==> src/shared/int_map_pkg.sv <==
// Purpose: constants for the interrupt source to vector map
// Assumes: 64 requests, 44 vectors, plain register port with 32-bit words
// Notes: register offsets are word indices on the plain port
package int_map_pkg;
  localparam int num_requests = 64;
  localparam int num_vectors = 44;
  localparam int num_prio_regs = 11;
  // ----------------------------------------------------------------
  // register offsets
  // ----------------------------------------------------------------
  localparam logic [7:0] addr_flag_0 = 8'h00;
  localparam logic [7:0] addr_flag_1 = 8'h01;
  localparam logic [7:0] addr_enable_0 = 8'h02;
  localparam logic [7:0] addr_enable_1 = 8'h03;
  localparam logic [7:0] addr_prio_base = 8'h04;
  localparam logic [7:0] addr_active = 8'h10;
  localparam logic [7:0] addr_present_0 = 8'h11;
  localparam logic [7:0] addr_present_1 = 8'h12;
  localparam logic [7:0] addr_irq_status = 8'h13;
  localparam logic [7:0] addr_irq_clear = 8'h14;
  localparam logic [7:0] addr_irq_enable = 8'h15;
  // ----------------------------------------------------------------
  // field layout and reset values
  // ----------------------------------------------------------------
  localparam int prio_lsb = 2;
  localparam int sub_lsb = 0;
  localparam int field_stride = 8;
  localparam logic [31:0] prio_reg_mask = 32'h1f1f1f1f;
  localparam logic [31:0] reset_word = 32'h00000000;
  localparam logic [2:0] prio_disabled = 3'h0;
  // ----------------------------------------------------------------
  // request to vector map, natural order: request 0 highest
  // ----------------------------------------------------------------
  localparam logic [5:0] vector_of [num_requests] = '{
    6'h00, 6'h01, 6'h02, 6'h03, 6'h04, 6'h05, 6'h05, 6'h06,
    6'h07, 6'h08, 6'h09, 6'h09, 6'h0a, 6'h0b, 6'h0c, 6'h0d,
    6'h0d, 6'h0e, 6'h0f, 6'h10, 6'h11, 6'h11, 6'h12, 6'h13,
    6'h14, 6'h15, 6'h15, 6'h16, 6'h17, 6'h18, 6'h19, 6'h1a,
    6'h1b, 6'h1c, 6'h1d, 6'h1e, 6'h1f, 6'h1f, 6'h1f, 6'h20,
    6'h20, 6'h20, 6'h21, 6'h21, 6'h21, 6'h22, 6'h22, 6'h22,
    6'h23, 6'h23, 6'h24, 6'h24, 6'h24, 6'h25, 6'h25, 6'h25,
    6'h26, 6'h26, 6'h26, 6'h27, 6'h28, 6'h29, 6'h2a, 6'h2b};
  // persistent sources: capture, converter, usb, spi, uart, i2c, change, pmp, charge_measure_request
  localparam logic [63:0] persistent_mask = 64'h0fff_fff8_1631_8c60;
  // sources that the variant carries; absent ones read zero and never set
  localparam logic [63:0] present_mask_default = 64'hffff_ffff_ffff_ffff;
  typedef enum logic [1:0] {
    sel_idle = 2'b00,
    sel_hold = 2'b01
  } sel_state_t;
endpackage

==> src/design/interrupt_source_vector_map.sv <==
// Purpose: flag, enable and priority registers for 64 requests mapped onto 44 vectors
// Assumes: requests are level inputs synchronous to sys_clk
// Notes: selection result is registered; the core sees it one cycle after a change
//   word map on the register port:
//   0x00 flag word 0, requests 0 to 31
//   0x01 flag word 1, requests 32 to 63
//   0x02 enable word 0, 0x03 enable word 1
//   0x04 to 0x0e priority words, four vectors each
//   0x10 active vector: vector 5:0, priority 8:6, sub 10:9, pending 16
//   0x11 and 0x12 present masks of this variant, read only
//   0x13 event status, read only, sticky
//   0x14 event clear, write only, a one clears
//   0x15 event enable
//   unmapped reads return zero and unmapped writes are dropped
//   a flag write stores the word; a set in the same cycle still wins
//   priority zero leaves a vector out of selection
//   no wait states; read data stand one cycle after the strobe
//
// The address-and-strobe port and the address map were left to the implementer.
module interrupt_source_vector_map #(
  parameter logic [63:0] present_mask = int_map_pkg::present_mask_default
) (
  input wire logic sys_clk,
  input wire logic rst_n,
  input wire logic [63:0] req_level,
  input wire logic [7:0] reg_addr,
  input wire logic [31:0] reg_wdata,
  input wire logic reg_wr,
  input wire logic reg_rd,
  output logic [31:0] reg_rdata,
  output logic int_pending,
  output logic [5:0] int_vector,
  output logic [2:0] int_priority,
  output logic [1:0] int_subpriority,
  output logic irq
);
  // ----------------------------------------------------------------
  // storage
  // ----------------------------------------------------------------
  logic [63:0] flag_q;
  logic [63:0] enable_q;
  logic [31:0] prio_q [int_map_pkg::num_prio_regs];
  logic [63:0] req_prev_q;
  logic [2:0] evt_status_q;
  logic [2:0] evt_enable_q;
  logic [5:0] last_vector_q;
  int_map_pkg::sel_state_t sel_q;
  logic [63:0] flag_set;
  logic [63:0] flag_wr_val;
  logic [63:0] cand_live;
  logic [4:0] cand_key [int_map_pkg::num_requests];
  logic [31:0] rd_word;
  logic [31:0] active_word;
  logic prio_range;
  logic wr_flag_0;
  logic wr_flag_1;
  logic wr_enable_0;
  logic wr_enable_1;
  logic wr_evt_clear;
  logic wr_evt_enable;
  logic [2:0] vec_prio [int_map_pkg::num_vectors];
  logic [1:0] vec_sub [int_map_pkg::num_vectors];
  logic best_found;
  logic [5:0] best_vec;
  logic [2:0] best_prio;
  logic [1:0] best_sub;
  logic [2:0] evt_now;
  logic prio_wr_hit;
  logic [3:0] prio_idx;

  // ----------------------------------------------------------------
  // write decode
  // ----------------------------------------------------------------
  // one decode per word keeps the register processes free of address compares;
  // prio_idx is only used while prio_range holds, so it never leaves the array
  assign prio_idx = 4'(reg_addr - int_map_pkg::addr_prio_base);
  assign prio_range = reg_addr >= int_map_pkg::addr_prio_base
    && reg_addr < int_map_pkg::addr_prio_base + 8'(int_map_pkg::num_prio_regs);
  assign prio_wr_hit = reg_wr && prio_range;
  assign wr_flag_0 = reg_wr && reg_addr == int_map_pkg::addr_flag_0;
  assign wr_flag_1 = reg_wr && reg_addr == int_map_pkg::addr_flag_1;
  assign wr_enable_0 = reg_wr && reg_addr == int_map_pkg::addr_enable_0;
  assign wr_enable_1 = reg_wr && reg_addr == int_map_pkg::addr_enable_1;
  assign wr_evt_clear = reg_wr && reg_addr == int_map_pkg::addr_irq_clear;
  assign wr_evt_enable = reg_wr && reg_addr == int_map_pkg::addr_irq_enable;


  // ----------------------------------------------------------------
  // flag set sources
  // ----------------------------------------------------------------
  // edge sources latch on the rising edge; level sources keep reasserting
  genvar gi;
  generate
    for (gi = 0; gi < int_map_pkg::num_requests; gi++)
    begin : g_src
      if (!present_mask[gi])
      begin : g_absent
        // the variant lacks this source, so no set logic is built for it
        assign flag_set[gi] = 1'b0;
      end
      else if (int_map_pkg::persistent_mask[gi])
      begin : g_persist
        assign flag_set[gi] = req_level[gi];
      end
      else
      begin : g_pulse
        assign flag_set[gi] = req_level[gi] && !req_prev_q[gi];
      end
    end
  endgenerate

  // cleared on reset, so a level already high after reset counts as an edge
  always_ff @(posedge sys_clk)
  begin
    if (!rst_n)
      req_prev_q <= '0;
    else
      req_prev_q <= req_level;
  end

  // ----------------------------------------------------------------
  // flag and enable words
  // ----------------------------------------------------------------
  // the written word replaces the flags; the set term is ored in below
  always_comb
  begin
    flag_wr_val = flag_q;
    if (wr_flag_0)
    begin
      flag_wr_val[31:0] = reg_wdata;
    end
    if (wr_flag_1)
    begin
      flag_wr_val[63:32] = reg_wdata;
    end
  end

  // a set arriving with a software clear wins, so no event is lost
  always_ff @(posedge sys_clk)
  begin
    if (!rst_n)
      flag_q <= '0;
    else
      flag_q <= (flag_wr_val | flag_set) & present_mask;
  end

  always_ff @(posedge sys_clk)
  begin
    if (!rst_n)
      enable_q <= '0;
    else if (wr_enable_0)
      enable_q[31:0] <= reg_wdata & present_mask[31:0];
    else if (wr_enable_1)
      enable_q[63:32] <= reg_wdata & present_mask[63:32];
  end

  // ----------------------------------------------------------------
  // priority words
  // ----------------------------------------------------------------
  always_ff @(posedge sys_clk)
  begin
    if (!rst_n)
    begin
      for (int i = 0; i < int_map_pkg::num_prio_regs; i++)
        prio_q[i] <= int_map_pkg::reset_word;
    end
    else if (prio_wr_hit)
      prio_q[prio_idx] <= reg_wdata & int_map_pkg::prio_reg_mask;
  end

  // spare bits are not stored, so each vector reads only its two fields
  generate
    for (gi = 0; gi < int_map_pkg::num_vectors; gi++)
    begin : g_vec
      localparam int w = gi / 4;
      localparam int b = (gi % 4) * int_map_pkg::field_stride;
      assign vec_prio[gi] = prio_q[w][b + int_map_pkg::prio_lsb +: 3];
      assign vec_sub[gi] = prio_q[w][b + int_map_pkg::sub_lsb +: 2];
    end
  endgenerate

  // ----------------------------------------------------------------
  // selection
  // ----------------------------------------------------------------
  // each request carries the key of the vector that it shares; priority
  // zero leaves it out, as the core never takes such a vector
  generate
    for (gi = 0; gi < int_map_pkg::num_requests; gi++)
    begin : g_cand
      localparam logic [5:0] vn = int_map_pkg::vector_of[gi];
      assign cand_live[gi] = flag_q[gi] && enable_q[gi]
        && vec_prio[vn] != int_map_pkg::prio_disabled;
      assign cand_key[gi] = {vec_prio[vn], vec_sub[vn]};
    end
  endgenerate

  // scan from highest request number down so the lowest number wins ties;
  // one comparator per request is cheap at this clock rate
  always_comb
  begin
    best_found = 1'b0;
    best_vec = '0;
    best_prio = '0;
    best_sub = '0;
    for (int n = int_map_pkg::num_requests - 1; n >= 0; n--)
    begin
      if (cand_live[n] && (!best_found || cand_key[n] >= {best_prio, best_sub}))
      begin
        best_found = 1'b1;
        best_vec = int_map_pkg::vector_of[n];
        best_prio = cand_key[n][4:2];
        best_sub = cand_key[n][1:0];
      end
    end
  end

  // registered so the core sees one settled vector for a whole cycle
  always_ff @(posedge sys_clk)
  begin
    if (!rst_n)
    begin
      int_pending <= 1'b0;
      int_vector <= '0;
      int_priority <= '0;
      int_subpriority <= '0;
    end
    else
    begin
      int_pending <= best_found;
      int_vector <= best_vec;
      int_priority <= best_prio;
      int_subpriority <= best_sub;
    end
  end

  // ----------------------------------------------------------------
  // status events: new request, vector change, request dropped
  // ----------------------------------------------------------------
  always_ff @(posedge sys_clk)
  begin
    if (!rst_n)
    begin
      sel_q <= int_map_pkg::sel_idle;
      last_vector_q <= '0;
    end
    else
    begin
      last_vector_q <= best_vec;
      // idle and hold only track whether anything is pending
      case (sel_q)
        int_map_pkg::sel_idle: if (best_found) sel_q <= int_map_pkg::sel_hold;
        int_map_pkg::sel_hold: if (!best_found) sel_q <= int_map_pkg::sel_idle;
        default: sel_q <= int_map_pkg::sel_idle;
      endcase
    end
  end

  // bit 0 pending rose, bit 1 vector moved while pending, bit 2 pending fell
  assign evt_now[0] = sel_q == int_map_pkg::sel_idle && best_found;
  assign evt_now[1] = sel_q == int_map_pkg::sel_hold && best_found
    && best_vec != last_vector_q;
  assign evt_now[2] = sel_q == int_map_pkg::sel_hold && !best_found;

  // a one clears its bit; an event in that same cycle survives the clear
  always_ff @(posedge sys_clk)
  begin
    if (!rst_n)
      evt_status_q <= '0;
    else if (wr_evt_clear)
      evt_status_q <= (evt_status_q & ~reg_wdata[2:0]) | evt_now;
    else
      evt_status_q <= evt_status_q | evt_now;
  end

  // enable bits only gate irq; status keeps recording while masked
  always_ff @(posedge sys_clk)
  begin
    if (!rst_n)
      evt_enable_q <= '0;
    else if (wr_evt_enable)
      evt_enable_q <= reg_wdata[2:0];
  end

  // a level: it drops as soon as the status bit is cleared or masked
  assign irq = |(evt_status_q & evt_enable_q);

  // ----------------------------------------------------------------
  // read port: data one cycle after the strobe, zero otherwise
  // ----------------------------------------------------------------
  assign active_word = {15'h0000, int_pending, 5'h00, int_subpriority, int_priority,
    int_vector};

  always_comb
  begin
    rd_word = '0;
    if (prio_range)
      rd_word = prio_q[prio_idx];
    else
    begin
      case (reg_addr)
        int_map_pkg::addr_flag_0: rd_word = flag_q[31:0];
        int_map_pkg::addr_flag_1: rd_word = flag_q[63:32];
        int_map_pkg::addr_enable_0: rd_word = enable_q[31:0];
        int_map_pkg::addr_enable_1: rd_word = enable_q[63:32];
        int_map_pkg::addr_active: rd_word = active_word;
        int_map_pkg::addr_present_0: rd_word = present_mask[31:0];
        int_map_pkg::addr_present_1: rd_word = present_mask[63:32];
        int_map_pkg::addr_irq_status: rd_word = {29'h0, evt_status_q};
        int_map_pkg::addr_irq_enable: rd_word = {29'h0, evt_enable_q};
        default: rd_word = '0;
      endcase
    end
  end

  // the word is taken at the strobe edge, before any write of that edge lands
  always_ff @(posedge sys_clk)
  begin
    if (!rst_n)
      reg_rdata <= '0;
    else if (!reg_rd)
      reg_rdata <= '0;
    else
      reg_rdata <= rd_word;
  end
endmodule

==> config.mk <==
export PLATFORM = sky130hd
export DESIGN_NAME = interrupt_source_vector_map
export DESIGN_NICKNAME = d
export VERILOG_FILES = /design/src/shared/int_map_pkg.sv /design/src/design/interrupt_source_vector_map.sv
export SDC_FILE = /design/constraint.sdc
export NUM_CORES = 1
export LEC_CHECK = 0
export BUFFER_PORTS_ARGS = -buffer_cell sky130_fd_sc_hd__buf_2
export CORE_MARGIN = 2
export CORE_UTILIZATION = 53
export CTS_CLUSTER_DIAMETER = 60
export CTS_CLUSTER_SIZE = 20
export DETAILED_ROUTE_END_ITERATION = 8
export HOLD_SLACK_MARGIN = 0.05
export PLACE_DENSITY_LB_ADDON = 0.05
export SETUP_SLACK_MARGIN = 0.3
export SKIP_CTS_REPAIR_TIMING = 1
export SYNTH_ARGS = -nofsm -noshare
export SYNTH_HDL_FRONTEND = slang
export SYNTH_SLANG_ARGS = --single-unit
export TNS_END_PERCENT = 50
==> constraint.sdc <==
create_clock -name sys_clk -period 147.6 [get_ports sys_clk]
set_input_delay 7.38 -clock sys_clk [delete_from_list [all_inputs] [get_ports sys_clk]]
set_output_delay 7.38 -clock sys_clk [all_outputs]
set_load 0.01 [all_outputs]
==> results.cfg, run 1 <==
[floorplan]
die_h_um = 279.1
start_util_pct = 53.70
die_width_um = 279.1
coreArea_um2 = 74700
placementRows = 100
die_area_um2 = 77890
ios = 153

[logic_synthesis]
async_flop_share_pct = 0
synth_top_cell_by_area = edfxtp_1
ys_warn_count = 0
post_synth_most_frequent_cells = nand2_1, nor2_1, edfxtp_1, a21oi_1, inv_1
synthCells = 4298
yosysMostFrequentCell = nand2_1
synth_edf_count = 300
synth_fp_nets = 4618
avgSynthCellArea_um2 = 9.332
ys_ff_latch = 527
yosys_most_used_dff = edfxtp_1
synth_area_um2 = 40110
synth_top_area_share_pct = 22.46
synth.area.top_cells = edfxtp_1, dfxtp_1, ha_1, mux4_2, nand2_1
netlist-cell-type-count = 180
yosysSeqAreaShare_pct = 33.79

[final_layout]
syn_to_final_growth_pct = 7.699
fin_nets = 4680
final_area_um2 = 43200
utilization_pct = 57.83
drive_above_1_share_pct = 19.56

[global_routing]
grt_antenna_before_repair = 11
grt_pass1_vias = 32845
grt_overflow_total = 0
grt_max_degree = 100
grt_usage_pct = 38.04
grt_first_pass_wirelength_mm = 221.3

[clock_tree]
ctsRootBufferMaster = clkbuf_16
cts.clk_slew.worst_paths_ps = 80
cts_tree = built
clk_latency_ps = 630
numCtsBuffers = 50
cts_sinks = 527
clockBufferDepth = 3
cts_htree_levels = 2

[critical_path]
timing.rr.start = prio_q[10][19]
critical-path-max-stage-delay_ps = 760
cp-startpoint = prio_q[10][19]
worstPathArrival_ps = 118540
crit_path_end_kind = flip-flop
crit_slowest_cell = a21oi_1
critical_path_class = flip-flop to flip-flop
reg2reg_slack_ps = 29560
required_ps = 148100
cp_max_fo = 16
critPathLaunchType = flip-flop
path_common_cell = ha_1

[placement]
gp_congestion = 1.001
hpwl_mm = 116.5
postPlaceCellArea_um2 = 41360
portBuffers = 152

[sta]
finalHoldViolCount = 0
tightest_slew_ps = 1226
min_period_ps = 118040
setup_viol = 0
fmax_mhz = 8.472
maxSlewHeadroom_pct = 17.52
rsz0062_at_grt = no
fin_skew_ps = 37.55
fin_crit_sh_pct = 79.97
timing.final.max_slew_violations = 0
tns_ps = 0

[power]
p_leak_uw = 0.01623
powerDensity_nw_per_um2 = 8.119
ir_drop_v = 0.000008296

[worst_hold_path]
hold_path.class = flip-flop to flip-flop
hp-start = enable_q[15]

[drt]
viasPerCell = 6.721
totalWireLength_mm = 151.0
dr.pass1.iters = 8
drt-initial-drc-count = 4521
via_count = 36132
antenna_left = 0
avgRoutedWirePerCell_um = 28.09
drc = 0

[run]
maxCapViolations = 0

[outcome]
status = complete, no violations
==> critical path: cells and delay by family, from the launching register on <==
kind            cells  cell delay [ps]
compound gates    240            54620
xor+xnor            1              120
fa+ha+maj          74            21520
buf+inv            23             1990
flops               1              360
mux                30            10120
simple gates      156            29050
==> power breakdown <==
part	leakage [uW]	internal [uW]	switching (uW)
registers	0.00445	159	9.90
clock network	0.000887	73.4	69.8
logic	0.0109	15.4	22.8
total	0.0162	248	102
==> layout make-up <==
type,count,area (um2)
Fill cell,6745,31500
Multi-Input combinational cell,3342,24570
Sequential cell,527,13550
Clock buffer,63,1425
Tap cell,969,1212
Timing Repair Buffer,198,1121
Inverter,241,904.6
Clock inverter,30,394.1
Antenna cell,6,15.01
==> flip-flops by register name, summed over array words and instances (netlist names), 6 cells and up <==
signal         count
flag_q            64
reg_rdata         32
prio_q           320
req_prev_q        28
enable_q          64
last_vector_q      6
==> cells by family after synthesis <==
family	count (synthesis)	synth area share (%)
and+or+nand+nor	1558	19.40
AOI/OAI and AO/OA	1226	22.86
DFF	527	33.79
buffers and inverters	429	5.129
muxes	301	11.15
adders and majority gates	232	7.122
xor gates and xnor gates	25	0.5459
==> final timing paths <==
check / cells after the start / to
setup / recovery: 524 / evt_status_q[1]
hold / removal: 2 / enable_q[15]
setup reg to reg: 524 / evt_status_q[1]
hold reg to reg: 2 / enable_q[15]
==> layer usage <==
metal  GRT usage, %  wire length [um]
met1          53.21             62860
met2          60.12             68230
met3          5.748             13970
met4          13.11              5878
met5              0                98
==> metrics by stage <==
step	total power (uW)	std cells	hold slack, ps	setup slack (ps)
floorplan	192.2	4298	441.5	44340
global placement	209.2	5277	460.9	32650
detailed placement	209.3	5277	468.1	31350
CTS	349.2	5370	478.5	30780
global route	358.9	5370	501.8	19360
finish	350.7	5376	479.5	29560
==> placed cells by master (no fill, tap or decap), types with 16 or more instances in the layout <==
cell         n
nand3_1    107
nor2_1     375
nor3_1      45
dfxtp_1    227
ha_1       212
o21a_1      72
o31ai_1     21
maj3_1      17
and2_2      29
mux2_2      89
a31oi_1     62
o21ai_1     19
a221oi_1    26
a21o_1      24
and2_1      72
buf_2      149
xnor2_1     21
mux4_2      96
a31o_2      18
o311ai_0    17
buf_4       47
or2_2       17
nand4_1     33
edfxtp_1   300
nand2_1    535
nor2b_1     16
inv_1      239
o211ai_1    27
and3_1      23
a21oi_1    239
a211oi_1    26
nand2b_1    75
clkbuf_16   54
a21boi_0    80
o21ai_0    218
and3_2      38
mux2i_1     97
No activity file was read; power rests on OpenSTA's default activity.
==> inputs of run 2 (changes only) <==
--- a/config.mk
+++ b/config.mk
@@ -5,6 +5,7 @@
 export SDC_FILE = /design/constraint.sdc
 export NUM_CORES = 1
 export LEC_CHECK = 0
+export ABC_AREA = 1
 export BUFFER_PORTS_ARGS = -buffer_cell sky130_fd_sc_hd__buf_2
 export CORE_MARGIN = 2
 export CORE_UTILIZATION = 53
==> constraint.sdc (replaced) <==
create_clock -name sys_clk -period 107.1 [get_ports sys_clk]
set_input_delay 5.355 -clock sys_clk [delete_from_list [all_inputs] [get_ports sys_clk]]
set_output_delay 5.355 -clock sys_clk [all_outputs]
set_load 0.01 [all_outputs]
==> run 2 against run 1 <==
  * Area after synthesis fell by 9.8%
  * Worst hold slack got worse by 27 ps
  * Setup slack improved by 320 ps
==> results.cfg, run 2 <==
[sta]
timing.final.max_slew_violations = 0
setup_viol = 0
min_period_ps = 77210
tns_ps = 0
finalHoldViolCount = 0
fin_skew_ps = 47.08
fmax_mhz = 12.95
tightest_slew_ps = 1251
fin_crit_sh_pct = 72.10
maxSlewHeadroom_pct = 16.61
rsz0062_at_grt = no

[power]
p_leak_uw = 0.01832
ir_drop_v = 0.00001337
power_frac_clock_pct = 38.1
p_sw_uw = 138.7
power_uw = 462.7
internal_power_uw = 323.9
comb_power_share_pct = 12.2
swShare_pct = 29.98
seqPwrFrac_pct = 49.7
powerDensity_nw_per_um2 = 11.90

[clock_tree]
cts_tree = built
cts_htree_levels = 2
ctsRootBufferMaster = clkbuf_16
numCtsBuffers = 45
clockBufferDepth = 3
clk_latency_ps = 640
cts.clk_slew.worst_paths_ps = 90
cts_sinks = 527

[final_layout]
final_cell_mix = nand2_1, inv_1, nor2_1, o21ai_0, edfxtp_1
layout_commonest_cell = nand2_1
top_register = prio_q
reg_top3 = prio_q (320), enable_q (64), flag_q (64)
syn_to_final_growth_pct = 7.492
drive_above_1_share_pct = 13.70
largest_reg_flops = 320
fin_nets = 5232

[drt]
avgRoutedWirePerCell_um = 24.58
drt-initial-drc-count = 4575
dr.pass1.iters = 7
drc = 0
viasPerCell = 5.961
via_count = 34711
antenna_left = 0
totalWireLength_mm = 143.1

[critical_path]
cp_num_cells = 587
required_ps = 107610
cp-startpoint = enable_q[63]
r2r.worst_path.cells = 587
crit_slowest_cell = o21ai_0
r2r-end = evt_status_q[1]
cp-endpoint = evt_status_q[1]
critical-path-max-stage-delay_ps = 450
worstPathArrival_ps = 77720
path_common_cell = nand2_1
critPathLaunchType = flip-flop
crit_buf_inv = 58
timing.rr.start = enable_q[63]
critical_path_class = flip-flop to flip-flop
crit_path_end_kind = flip-flop
reg2reg_slack_ps = 29890
cp_max_fo = 22
path_delay_family = simple AND/OR/NAND/NOR gates

[logic_synthesis]
netlist-cell-type-count = 77
yosysMostFrequentCell = nand2_1
yosys_most_used_dff = edfxtp_1
avgSynthCellArea_um2 = 7.446
ys_ff_latch = 527
ys_warn_count = 0
synth_top_cell_by_area = edfxtp_1
synth_top_area_share_pct = 24.91
post_synth_most_frequent_cells = nand2_1, inv_1, nor2_1, o21ai_0, edfxtp_1
synth_area_um2 = 36170
async_flop_share_pct = 0
synth.area.top_cells = edfxtp_1, dfxtp_1, nand2_1, ha_1, inv_1
synth_fp_nets = 5178
yosysSeqAreaShare_pct = 37.47
synthCells = 4858
synth_edf_count = 300

[global_routing]
grt_overflow_total = 0
grt_antenna_before_repair = 8
grt_max_degree = 91
grt_first_pass_wirelength_mm = 206.4
grt_pass1_vias = 31032
grt_usage_pct = 40.01

[floorplan]
start_util_pct = 53.67
die_area_um2 = 70350
die_h_um = 265.2
ios = 153
coreArea_um2 = 67400
die_width_um = 265.2
placementRows = 95

[worst_hold_path]
hold_path.class = flip-flop to flip-flop

[placement]
gp_congestion = 1.031
portBuffers = 152
hpwl_mm = 109.5

[run]
maxCapViolations = 0

[outcome]
status = complete, no violations
run 2: final cells by class:
class / instances / area (um2)
fill: 6487 / 28510
inverter: 735 / 2794
antenna: 1 / 2.502
timing repair buffer: 197 / 1105
sequential: 527 / 13550
tap: 873 / 1092
clock inverter: 29 / 342.8
clock buffer: 55 / 1216
multi-input combinational: 3406 / 18780
run 2: worst min path at each step:
stage	cells after the start	endpoint	startpoint	slack, ps
2_1_floorplan	1	flag_q[61]	req_prev_q[61]	410
3_3_place_gp	1	flag_q[61]	req_prev_q[61]	430
3_5_place_dp	1	flag_q[61]	req_prev_q[61]	420
4_1_cts	1	flag_q[61]	req_prev_q[61]	440
5_1_grt	1	flag_q[61]	req_prev_q[61]	450
6_report	1	flag_q[61]	req_prev_q[61]	450
run 2: power groups by stage:
stage	logic, uW	registers (uW)	clock network [uW]
after detailed placement	54.6	234	0
after global placement	54.1	234	0
final	56.6	230	176
after CTS	54.9	229	177
after global routing	61.9	230	183
after floorplan	35.2	229	0
run 2: cells by family after synthesis:
kind of cell | after synthesis | share of synthesized area [%]
xor+xnor | 1 | 0.02422
buf+inv | 925 | 10.80
simple gates | 2209 | 27.76
flops | 527 | 37.47
fa+ha+maj | 212 | 7.333
compound gates | 984 | 16.61
run 2: per-layer routing:
layer	track usage (%)	up-vias	wire, um
met3	8.804	297	17570
met4	17.65	6	7497
met5	0	-	34
met1	57.35	16125	59930
li1	-	16299	-
met2	57.73	1984	58070
run 2: worst reg2reg max path, delay by kind of cell (launching register included):
family | cells | cell delay [ps]
AND/OR/NAND/NOR | 334 | 30450
buffers and inverters | 58 | 3340
AO/OA/AOI/OAI | 132 | 23310
flip-flops | 1 | 360
adder cells (fa/ha/maj) | 63 | 19560
run 2: stage by stage:
| stage | hold WS, ps | instances | setup WS (ps) | util (%) | cell area, um2 |
|---|---|---|---|---|---|
| final | 452.6 | 5823 | 29890 | 57.69 | 38880 |
| after CTS | 441.5 | 5822 | 30900 | 57.69 | 38880 |
| after global placement | 425.4 | 5738 | 32220 | 55.37 | 37320 |
| after global routing | 452.7 | 5822 | 20600 | 57.69 | 38880 |
| after detailed placement | 423.5 | 5738 | 31220 | 55.37 | 37320 |
| after floorplan | 407.9 | 4858 | 38480 | - | 36170 |
